**src/hdl/pasd_pkg.sv**
```systemverilog
// package: register map, field layout and types for the pwm auto-shutdown block
package pasd_pkg;
  // register addresses on the plain register port
  localparam logic [3:0] addr_shutdown_control = 4'h0;
  localparam logic [3:0] addr_deadband_config  = 4'h1;
  localparam logic [3:0] addr_irq_status       = 4'h2;
  localparam logic [3:0] addr_irq_mask         = 4'h3;
  localparam logic [3:0] addr_live_status      = 4'h4;

  // shutdown control field positions
  localparam int unsigned flag_bit    = 7;
  localparam int unsigned src_hi      = 6;
  localparam int unsigned src_lo      = 4;
  localparam int unsigned ac_hi       = 3;
  localparam int unsigned ac_lo       = 2;
  localparam int unsigned bd_hi       = 1;
  localparam int unsigned bd_lo       = 0;
  // dead-band register field positions
  localparam int unsigned restart_bit = 7;
  localparam int unsigned count_hi    = 6;

  // reset values
  localparam logic [7:0] shutdown_control_reset = 8'h00;
  localparam logic [7:0] deadband_config_reset  = 8'h00;
  localparam logic [1:0] irq_reset              = 2'h0;

  // interrupt status bit positions
  localparam int unsigned irq_shutdown_bit = 0;
  localparam int unsigned irq_restart_bit  = 1;

  // source select codes
  localparam logic [2:0] src_disabled  = 3'h0;
  localparam logic [2:0] src_cmp1      = 3'h1;
  localparam logic [2:0] src_cmp2      = 3'h2;
  localparam logic [2:0] src_cmp_any   = 3'h3;
  localparam logic [2:0] src_fault     = 3'h4;
  localparam logic [2:0] src_fault_c2  = 3'h6;
  localparam logic [2:0] src_fault_all = 3'h7;

  // safe state codes (bit 1 set means high impedance)
  localparam logic [1:0] safe_low  = 2'h0;
  localparam logic [1:0] safe_high = 2'h1;

  localparam logic [6:0] count_zero = 7'h00;
  localparam logic [6:0] count_one  = 7'h01;

  // register-port request
  typedef struct packed {
    logic [3:0] addr;
    logic [7:0] wdata;
    logic       wr;
    logic       rd;
  } pasd_req_t;

  // one bridge pin as value and output enable
  typedef struct packed {
    logic o;
    logic oe;
  } pasd_pin_t;

  // period states of the output gate
  typedef enum logic [1:0] {
    pasd_run      = 2'b00,
    pasd_shutdown = 2'b01,
    pasd_hold     = 2'b10
  } pasd_state_t;
endpackage

```
**src/hdl/pasd_top.sv**
```systemverilog
// module: auto-shutdown, restart and dead-band control of the bridge outputs
`timescale 1ns/1ps
module pasd_top (
  // clock and reset
  input  wire logic             clk_sys,
  input  wire logic             nrst,
  // register port
  input  wire logic [3:0]       reg_addr,
  input  wire logic [7:0]       reg_wdata,
  input  wire logic             reg_wr,
  input  wire logic             reg_rd,
  output logic      [7:0]       reg_rdata,
  // shutdown sources
  input  wire logic             cmp1_out,
  input  wire logic             cmp2_out,
  input  wire logic             fault_input_n,
  // pwm core side
  input  wire logic             pwm_enhanced,
  input  wire logic             pwm_half_bridge,
  input  wire logic             period_start,
  input  wire logic             pwm_a,
  input  wire logic             pwm_b,
  input  wire logic             pwm_c,
  input  wire logic             pwm_d,
  // bridge pins
  output logic                  bridge_out_a,
  output logic                  bridge_out_a_oe,
  output logic                  bridge_out_b,
  output logic                  bridge_out_b_oe,
  output logic                  bridge_out_c,
  output logic                  bridge_out_c_oe,
  output logic                  bridge_out_d,
  output logic                  bridge_out_d_oe,
  // interrupt
  output logic                  irq
);
  pasd_pkg::pasd_req_t   req;
  pasd_pkg::pasd_state_t state;
  pasd_pkg::pasd_state_t next_state;
  pasd_pkg::pasd_pin_t   pin_a;
  pasd_pkg::pasd_pin_t   pin_b;
  pasd_pkg::pasd_pin_t   pin_c;
  pasd_pkg::pasd_pin_t   pin_d;

  logic [7:0] shutdown_control;
  logic [7:0] deadband_restart_config;
  logic [1:0] irq_status;
  logic [1:0] irq_mask;
  logic [2:0] sync_1;
  logic [2:0] sync_2;
  logic       flag_prev;
  logic [7:0] next_control;
  logic       next_flag;
  logic [7:0] next_rdata;
  logic [1:0] next_irq_status;

  // source select decoding, used for the live condition and the readback
  function automatic logic src_hit(input logic [2:0] sel, input logic c1, input logic c2,
                                   input logic flt);
    logic hit;
    hit = 1'b0;
    if (sel == pasd_pkg::src_cmp1) begin
      hit = c1;
    end else if (sel == pasd_pkg::src_cmp2) begin
      hit = c2;
    end else if (sel == pasd_pkg::src_cmp_any) begin
      hit = c1 | c2;
    end else if (sel == pasd_pkg::src_fault) begin
      hit = flt;
    end else if (sel == pasd_pkg::src_fault_c2) begin
      hit = flt | c2;
    end else if (sel == pasd_pkg::src_fault_all) begin
      hit = flt | c1 | c2;
    end else begin
      hit = 1'b0; // disabled and the unlisted code 101
    end
    return hit;
  endfunction

  // safe-state decoding for one pin, shared by all four pins
  function automatic pasd_pkg::pasd_pin_t safe_pin(input logic [1:0] code);
    pasd_pkg::pasd_pin_t p;
    p.o  = (code == pasd_pkg::safe_high);
    p.oe = !code[1];
    return p;
  endfunction

  assign req.addr  = reg_addr;
  assign req.wdata = reg_wdata;
  assign req.wr    = reg_wr;
  assign req.rd    = reg_rd;

  // two-flop synchronisers for the comparator and fault pin levels
  always_ff @(posedge clk_sys or negedge nrst) begin
    if (!nrst) begin
      sync_1 <= 3'h0;
      sync_2 <= 3'h0;
    end else begin
      sync_1 <= {!fault_input_n, cmp2_out, cmp1_out};
      sync_2 <= sync_1;
    end
  end

  // live shutdown condition; asynchronous path taps the pins directly
  wire [2:0] src_sel  = shutdown_control[pasd_pkg::src_hi:pasd_pkg::src_lo];
  wire       cond_raw = src_hit(src_sel, cmp1_out, cmp2_out, !fault_input_n);
  wire       cond     = src_hit(src_sel, sync_2[0], sync_2[1], sync_2[2]);
  wire       flag     = shutdown_control[pasd_pkg::flag_bit];
  wire       auto_rst = deadband_restart_config[pasd_pkg::restart_bit];
  wire [6:0] db_count = deadband_restart_config[pasd_pkg::count_hi:0];

  // register decode
  wire sel_ctl  = req.addr == pasd_pkg::addr_shutdown_control;
  wire sel_db   = req.addr == pasd_pkg::addr_deadband_config;
  wire sel_ist  = req.addr == pasd_pkg::addr_irq_status;
  wire sel_imsk = req.addr == pasd_pkg::addr_irq_mask;
  wire sel_live = req.addr == pasd_pkg::addr_live_status;
  wire wr_ctl   = req.wr && sel_ctl;
  wire wr_flag  = wr_ctl && !cond;

  // flag: set wins over any clear, software write, auto clear
  assign next_flag = cond ? 1'b1 :
                     wr_flag ? req.wdata[pasd_pkg::flag_bit] :
                     (auto_rst && flag) ? 1'b0 : flag;
  assign next_control = {next_flag, wr_ctl ? req.wdata[pasd_pkg::src_hi:0] : shutdown_control[pasd_pkg::src_hi:0]};

  // interrupt events: entry into shutdown, flag cleared; write one to clear
  wire ev_shut = next_flag && !flag;
  wire ev_rest = flag_prev && !flag;
  wire [1:0] ev = {ev_rest, ev_shut};
  wire [1:0] w1c = (req.wr && sel_ist) ? req.wdata[1:0] : 2'h0;
  assign next_irq_status = ev | (irq_status & ~w1c);

  // readback, data one cycle after the strobe, zero elsewhere
  assign next_rdata = !req.rd ? 8'h00 :
                      sel_ctl  ? shutdown_control :
                      sel_db   ? deadband_restart_config :
                      sel_ist  ? {6'h00, irq_status} :
                      sel_imsk ? {6'h00, irq_mask} :
                      sel_live ? {5'h00, state == pasd_pkg::pasd_run, cond, flag} : 8'h00;

  // register file
  always_ff @(posedge clk_sys or negedge nrst) begin
    if (!nrst) begin
      shutdown_control        <= pasd_pkg::shutdown_control_reset;
      deadband_restart_config <= pasd_pkg::deadband_config_reset;
      irq_status              <= pasd_pkg::irq_reset;
      irq_mask                <= pasd_pkg::irq_reset;
      flag_prev               <= 1'b0;
      reg_rdata               <= 8'h00;
      irq                     <= 1'b0;
    end else begin
      shutdown_control <= next_control;
      if (req.wr && sel_db) begin
        deadband_restart_config <= req.wdata;
      end
      if (req.wr && sel_imsk) begin
        irq_mask <= req.wdata[1:0];
      end
      irq_status <= next_irq_status;
      flag_prev  <= flag;
      reg_rdata  <= next_rdata;
      irq        <= |(next_irq_status & irq_mask);
    end
  end

  // period gate: safe while flag set, release only at a period start
  always_comb begin
    next_state = state;
    case (state)
      pasd_pkg::pasd_run: begin
        if (flag || cond) begin
          next_state = pasd_pkg::pasd_shutdown;
        end
      end
      pasd_pkg::pasd_shutdown: begin
        if (!flag && !cond) begin
          next_state = pasd_pkg::pasd_hold;
        end
      end
      pasd_pkg::pasd_hold: begin
        if (flag || cond) begin
          next_state = pasd_pkg::pasd_shutdown;
        end else if (period_start) begin
          next_state = pasd_pkg::pasd_run;
        end
      end
      default: begin
        next_state = pasd_pkg::pasd_shutdown;
      end
    endcase
  end

  always_ff @(posedge clk_sys or negedge nrst) begin
    if (!nrst) begin
      state <= pasd_pkg::pasd_run;
    end else begin
      state <= next_state;
    end
  end

  // dead band on both half-bridge edges
  logic db_a;
  logic db_b;
  pasd_deadband u_db_a (
    .clk_sys        (clk_sys),
    .nrst           (nrst),
    .period_start   (period_start),
    .deadband_count (db_count),
    .raw_active     (pwm_a),
    .delayed_active (db_a)
  );
  pasd_deadband u_db_b (
    .clk_sys        (clk_sys),
    .nrst           (nrst),
    .period_start   (period_start),
    .deadband_count (db_count),
    .raw_active     (pwm_b),
    .delayed_active (db_b)
  );
  wire run_a = pwm_half_bridge ? db_a : pwm_a;
  wire run_b = pwm_half_bridge ? db_b : pwm_b;

  // registered normal drive of the four pins
  always_ff @(posedge clk_sys or negedge nrst) begin
    if (!nrst) begin
      pin_a <= '0;
      pin_b <= '0;
      pin_c <= '0;
      pin_d <= '0;
    end else begin
      pin_a <= '{o: run_a, oe: 1'b1};
      pin_b <= '{o: run_b, oe: 1'b1};
      pin_c <= '{o: pwm_c, oe: 1'b1};
      pin_d <= '{o: pwm_d, oe: 1'b1};
    end
  end

  // safe override is combinational so a fault reaches the pins at once;
  // the only outputs not straight from a flop, traded for no clock latency
  wire safe = pwm_enhanced && (cond_raw || state != pasd_pkg::pasd_run);
  wire [1:0] ac_code = shutdown_control[pasd_pkg::ac_hi:pasd_pkg::ac_lo];
  wire [1:0] bd_code = shutdown_control[pasd_pkg::bd_hi:pasd_pkg::bd_lo];
  pasd_pkg::pasd_pin_t safe_ac;
  pasd_pkg::pasd_pin_t safe_bd;
  assign safe_ac = safe_pin(ac_code);
  assign safe_bd = safe_pin(bd_code);
  assign bridge_out_a    = safe ? safe_ac.o  : pin_a.o;
  assign bridge_out_a_oe = safe ? safe_ac.oe : pin_a.oe;
  assign bridge_out_c    = safe ? safe_ac.o  : pin_c.o;
  assign bridge_out_c_oe = safe ? safe_ac.oe : pin_c.oe;
  assign bridge_out_b    = safe ? safe_bd.o  : pin_b.o;
  assign bridge_out_b_oe = safe ? safe_bd.oe : pin_b.oe;
  assign bridge_out_d    = safe ? safe_bd.o  : pin_d.o;
  assign bridge_out_d_oe = safe ? safe_bd.oe : pin_d.oe;
endmodule

```
**src/hdl/pasd_deadband.sv**
```systemverilog
// module: dead-band delay for one inactive-to-active output edge
`timescale 1ns/1ps
module pasd_deadband (
  // clock and reset
  input  wire logic       clk_sys,
  input  wire logic       nrst,
  // control
  input  wire logic       period_start,
  input  wire logic [6:0] deadband_count,
  // signal
  input  wire logic       raw_active,
  output logic            delayed_active
);
  logic [6:0] cnt;
  logic       armed;
  logic       blocked;
  logic [6:0] next_cnt;
  logic       next_blocked;

  // count from the rising edge of the request; a fall restarts the wait
  assign next_cnt = !raw_active ? pasd_pkg::count_zero :
                    (cnt != deadband_count) ? cnt + pasd_pkg::count_one : cnt;
  // a delay longer than the pulse blocks the output for the rest of the cycle
  assign next_blocked = period_start ? 1'b0 :
                        (armed && !raw_active && cnt != deadband_count) ? 1'b1 : blocked;
  assign delayed_active = raw_active && !blocked && (cnt == deadband_count);

  // counter and blocking latch
  always_ff @(posedge clk_sys or negedge nrst) begin
    if (!nrst) begin
      cnt     <= pasd_pkg::count_zero;
      armed   <= 1'b0;
      blocked <= 1'b0;
    end else begin
      cnt     <= next_cnt;
      armed   <= raw_active;
      blocked <= next_blocked;
    end
  end
endmodule

```
**config.mk**
```make
export PLATFORM = sky130hd
export DESIGN_NAME = pasd_top
export DESIGN_NICKNAME = d
export VERILOG_FILES = /design/src/hdl/pasd_pkg.sv /design/src/hdl/pasd_top.sv /design/src/hdl/pasd_deadband.sv
export SDC_FILE = /design/constraint.sdc
export NUM_CORES = 1
export LEC_CHECK = 0
export ABC_AREA = 1
export BUFFER_PORTS_ARGS = -buffer_cell sky130_fd_sc_hd__buf_2
export CAP_MARGIN = 20
export CORE_MARGIN = 2
export CORE_UTILIZATION = 47
export CTS_CLUSTER_SIZE = 24
export DETAILED_ROUTE_END_ITERATION = 6
export HOLD_SLACK_MARGIN = 0.03
export PLACE_DENSITY = 0.76
export SYNTH_ARGS = -nofsm -noshare
export SYNTH_HDL_FRONTEND = slang
export SYNTH_HIERARCHICAL = 1
export SYNTH_SLANG_ARGS = --single-unit
```
**constraint.sdc**
```tcl
create_clock -name clk_sys -period 3.7 [get_ports clk_sys]
set_input_delay 0.37 -clock clk_sys [delete_from_list [all_inputs] [get_ports clk_sys]]
set_output_delay 0.37 -clock clk_sys [all_outputs]
set_load 0.03 [all_outputs]
```
# Word-level counts from Yosys, hierarchy flattened
# Cells that the tools add are included.
[classes]
addsub = 2
n_eq_ne = 23
muxes = 43
bitwise = 12
reduce_logical = 36
[op_table]
columns = ["op", "n"]
rows = [
  ["two-way mux 7 bit", 4],
  ["two-way mux 1 bit", 27],
  ["two-way mux 8 bit", 3],
  ["logical AND 1 bit", 18],
  ["adder 7 x 1 -> 7 bit (second input constant)", 2],
  ["equality test 7 bit", 2],
  ["inequality test 7 bit", 2],
  ["two-way mux 2 bit", 5],
  ["equality test 3 bit (second input constant)", 3],
  ["logical NOT 1 bit", 9],
  ["two-way mux 3 bit", 3],
  ["equality test 4 x 2 -> 1 bit (second input constant)", 2],
  ["bitwise OR 1 bit", 8],
  ["equality test 2 x 1 -> 1 bit (second input constant)", 3],
  ["equality test 3 x 2 -> 1 bit (second input constant)", 2],
  ["inequality test 2 x 1 -> 1 bit (second input constant)", 3],
  ["one-hot mux 2 bit (3 select lines)", 1],
  ["nonzero test 2 bit", 3],
  ["bitwise AND 2 bit", 2],
  ["equality test 4 x 1 -> 1 bit (second input constant)", 1],
  ["equality test 4 x 3 -> 1 bit (second input constant)", 1],
  ["logical NOT 4 bit", 1],
  ["equality test 3 x 1 -> 1 bit (second input constant)", 1],
  ["inequality test 3 bit (second input constant)", 1],
  ["8 further kinds", 9],
]
[word_totals]
ff_bits = 61
input_bits = 26
elab_cells = 138

# Logic depth before layout (Yosys ltp)
[depth]
depth_word = 16
mapped_depth = 12
mapped_depth_nobuf = 12

# Modules after synthesis
# The synthesis kept the hierarchy.
[by_module_without_submodules]
columns = ["mod", "instances", "cells_per_inst", "area_each_um2", "seq_area_each_um2"]
rows = [
  ["pasd_top", 1, 212, 1879.3, 1076.0],
  ["pasd_deadband", 2, 93, 641.9, 225.2],
]

# Worst setup path before layout
# No wires, ideal clock.
[synth_path]
path_type = "flip-flop to output port"
from = "register shutdown_control[4]"
to = "output port bridge_out_c_oe"
arrival_time_ns = 1.586
required_ns = 3.330
slack_ns = 1.744
stages_incl_launch_ff = 12
cell_sequence = "dfrtp_1 > inv_1 > nand2_1 > o21ai_0 > nand2_1 > inv_1 > nand2_1 > nand2_1 > nand2_1 > nand2_1 > nand2_1 > buf_4"
[synth_between]
elab_chain_len = 10
elab_cells_between_ends = 15
[synth_lines]
columns = ["element", "line", "rtl"]
rows = [
  ["start, declared", "pasd_top.sv:45", "logic [7:0] shutdown_control;"],
  ["start signal, assigned", "pasd_top.sv:145", "shutdown_control <= pasd_pkg::shutdown_control_reset;"],
  ["start signal, assigned", "pasd_top.sv:153", "shutdown_control <= next_control;"],
  ["equality test 3 bit", "pasd_top.sv:72", "end else if (sel == pasd_pkg::src_fault_all) begin"],
  ["two-way mux 1 bit", "pasd_top.sv:72", ""],
  ["two-way mux 1 bit", "pasd_top.sv:70", "end else if (sel == pasd_pkg::src_fault_c2) begin"],
  ["two-way mux 1 bit", "pasd_top.sv:68", "end else if (sel == pasd_pkg::src_fault) begin"],
  ["two-way mux 1 bit", "pasd_top.sv:66", "end else if (sel == pasd_pkg::src_cmp_any) begin"],
  ["two-way mux 1 bit", "pasd_top.sv:64", "end else if (sel == pasd_pkg::src_cmp2) begin"],
  ["two-way mux 1 bit (*)", "pasd_top.sv:62", "if (sel == pasd_pkg::src_cmp1) begin"],
  ["logical OR 1 bit (*)", "pasd_top.sv:241", "wire safe = pwm_enhanced && (cond_raw || state != pasd_pkg::pasd_run);"],
  ["logical AND 1 bit (*)", "pasd_top.sv:241", ""],
  ["two-way mux 1 bit (*)", "pasd_top.sv:251", "assign bridge_out_c_oe = safe ? safe_ac.oe : pin_c.oe;"],
  ["end, declared", "pasd_top.sv:31", "output logic bridge_out_c_oe,"],
]
# Mark *: on every way between the ends. The rest lies on a longest branch, timed or not.

# Worst setup path after layout
[layout_path]
from = "register shutdown_control[5]"
to = "output port bridge_out_a_oe"
[layout_between]
elab_chain_len = 10
elab_cells_between_ends = 15
[layout_lines]
columns = ["element", "line", "rtl"]
rows = [
  ["equality test 3 bit", "pasd_top.sv:72", ""],
  ["two-way mux 1 bit", "pasd_top.sv:72", ""],
  ["two-way mux 1 bit", "pasd_top.sv:70", ""],
  ["two-way mux 1 bit", "pasd_top.sv:68", ""],
  ["two-way mux 1 bit", "pasd_top.sv:66", ""],
  ["two-way mux 1 bit", "pasd_top.sv:64", ""],
  ["two-way mux 1 bit (*)", "pasd_top.sv:62", ""],
  ["logical OR 1 bit (*)", "pasd_top.sv:241", ""],
  ["logical AND 1 bit (*)", "pasd_top.sv:241", ""],
  ["two-way mux 1 bit (*)", "--", ""],
  ["end, declared", "pasd_top.sv:27", "output logic bridge_out_a_oe,"],
]
# Marked as above.

==> flow_summary.json <==
{
  "floorplan.io_pins": 43,
  "rsz0062_at_grt": "false",
  "dp.cells": 510,
  "fp.coreArea_mm2": 0.00642,
  "slowest_delay_ns": 0.39,
  "worstSkewPairLatency_ns": 0.34,
  "power_w": 0.00195,
  "drt-total-wl_mm": 6.81,
  "synthArstFlopShare_pct": 100,
  "cts_max_level": 3,
  "critPathMaxFanout": 6,
  "cp_common_cell": "nand2_1",
  "ant_nets": 0,
  "fin_cells": 526,
  "nets": 472,
  "cp.required_ns": 3.33,
  "utilization_pct": 56.6,
  "synth_edf_count": 0,
  "cts-hold-fix-buffers": 0,
  "ys_top_cells_by_area": "dfrtp_1, nand2_1, inv_1",
  "drc": 0,
  "hpwlAfterDp_mm": 5.06,
  "post-place-ws_ns": 1.65,
  "synth_nets": 426,
  "cts_buffer_depth": 2,
  "status": "completed",
  "synthCells": 398,
  "grt_pass1_vias": 2561,
  "hold_class": "input pin to flop",
  "clk_pin_slew_ns": 0.07,
  "syn2layout_area_growth_pct": 14.8,
  "numCtsBuffers": 9,
  "end_kind": "output port",
  "drtIter0Drc": 102,
  "cap_violations": 0,
  "synth.most_common_cell": "nand2_1",
  "fin_tns_setup_ns": 0,
  "synth_ff_type": "dfrtp_1",
  "ys_types": 32,
  "antenna_cells": 0,
  "avgRoutedWirePerCell_um": 13.0,
  "multi_input_area_mm2": 0.00133,
  "crit_path_cell_trace": "inv_1 -> nor3_1 -> o221ai_1 -> nand2_1 -> nand2_1 -> nand2_1 -> nand2_1 -> nand2_1 -> buf_2",
  "via_count": 2642,
  "slew_headroom_pct": 36.4,
  "p_leak_nw": 1.98,
  "place_congestion": 0.881,
  "syn_area_per_cell_um2": 7.95,
  "numClockSinks": 61,
  "synth_top_area_cell": "dfrtp_1",
  "die_h_um": 86.0,
  "worst_pin_slew_ns": 0.954,
  "start_util_pct": 49.2,
  "synth_area_mm2": 0.00316,
  "register_area_mm2": 0.00153,
  "drv_slew": 0,
  "portBuffers": 42,
  "path_class": "flop to output port",
  "overflow": 0,
  "cp-start-kind": "flop",
  "grt_pass1_wl_mm": 11.6,
  "synth-seq-cells": 61,
  "grt_start_max_net_pins": 44,
  "yosys_warnings": 6,
  "max_freq_mhz": 415,
  "cts_tree": "done",
  "finalWorstSetupSlack_ns": 1.29,
  "finalSetupViolCount": 0,
  "hold_viol": 0,
  "skew_ns": 0.00618,
  "fp.dieW_um": 86.0,
  "antenna_found_initial": 0,
  "finalCriticalPeriod_ns": 2.41,
  "std_cell_rows": 29,
  "synth_top_area_share_pct": 48.3,
  "dieArea_mm2": 0.00740,
  "avgViaCountPerCell": 5.02,
  "cts_resized": 0,
  "crit_path_top_delay_cell": "dfrtp_1",
  "drive_above_1_share_pct": 18.7,
  "fin_crit_sh_pct": 65.1,
  "powerDensity_mw_per_mm2": 538,
  "ir_drop_mv": 0.376,
  "cts_setup_buffers": 0,
  "yosys-top-cells-count": "nand2_1, dfrtp_1, inv_1",
  "fillCellCount": 567,
  "crit_arrival_ns": 2.04,
  "ys_seq_area_share_pct": 48.3,
  "cts-root-buf": "clkbuf_8",
  "dr.pass1.iters": 4,
  "track_usage_pct": 20.3
}
==> area by class of cell <==
cell class | count | area share [%]
inverter | 64 | 6.75
clock inverter | 6 | 2.41
timing repair buffer | 43 | 5.99
sequential | 61 | 42.0
tap | 77 | 2.65
multi-input combinational | 265 | 36.7
clock buffer | 10 | 3.51
==> cells by family after synthesis <==
group           Yosys count  share of synthesized area (%)
simple gates            200                           28.3
buf+inv                  72                           9.65
flops                    61                           48.3
compound gates           46                           7.75
xor+xnor                 10                           2.77
mux                       6                           2.37
fa+ha+maj                 2                          0.791
other cells               1                          0.119
==> cell usage in the layout, fill, tap and decap left out <==
cell type and n:
inv_1 57, nor4_4 1, xor2_1 8, nor3_1 2, clkbuf_1 1, nand3_1 37
clkinv_2 2, buf_2 42, nand2_4 1, inv_4 2, nor2_2 4, mux2_4 2
o21ai_0 26, buf_4 1, nor2_1 17, a31oi_1 1, bufinv_16 2, mux2_2 4
nor2_8 2, nand3b_1 2, xnor2_1 2, a21boi_0 1, nand2_2 2, a21oi_1 14
o21bai_1 2, or2_2 1, nor3_2 2, clkbuf_8 9, nand2_1 129, ha_1 2
clkinv_4 2, inv_2 5, conb_1 1, o221ai_1 1, dfrtp_1 61, o211ai_1 1
==> stage by stage <==
stage,instance area (µm²),hold WS [ns]
floorplan,3160,0.0744
global placement,3420,0.335
detailed placement,3420,0.341
CTS,3630,0.127
global route,3630,0.121
finish,3630,0.141
==> report_power, final <==
part	switching [W]	internal, W
logic	0.000293	0.000157
registers	0.000101	0.000759
clock network	0.000263	0.000379
==> flip-flops by register name (all words and copies together), names as in the netlist, 3 cells and up <==
name	flops
u_db_a/cnt	7
sync_1	3
u_db_b/cnt	7
shutdown_control	8
deadband_restart_config	8
sync_2	3
reg_rdata	8
==> routing by layer <==
layer,wire length [µm],vias to the layer above,global-route usage [%]
met5,0,-,0
met4,49,0,4.33
met3,290,4,6.74
met2,3480,53,34.7
met1,2990,1257,25.1
li1,-,1328,-
==> worst max-delay path, delay by kind of cell (launching register included) <==
kind,cells,cell delay [ns]
simple gates,6,0.83
buf+inv,2,0.30
flops,1,0.39
compound gates,1,0.16
==> worst paths after layout <==
check / from / endpoint / slack (ns) / depth (start not counted)
worst min-delay path: pwm_c / pin_c[1]$_DFF_PN0_ / 0.14 / 1
worst max-delay path: shutdown_control[5]$_DFFE_PN0P_ / bridge_out_a_oe / 1.29 / 9
max in group asynchronous: nrst / deadband_restart_config[2]$_DFFE_PN0P_ / 2.71 / 2
worst max register to register: deadband_restart_config[1]$_DFFE_PN0P_ / pin_a[1]$_DFF_PN0_ / 2.20 / 8
min in group asynchronous: nrst / u_db_b/cnt[4]$_DFFE_PN0P_ / 0.18 / 1
worst min register to register: sync_1[2]$_DFF_PN0_ / sync_2[2]$_DFF_PN0_ / 0.35 / 0
Power figures use the tool's default switching activity.
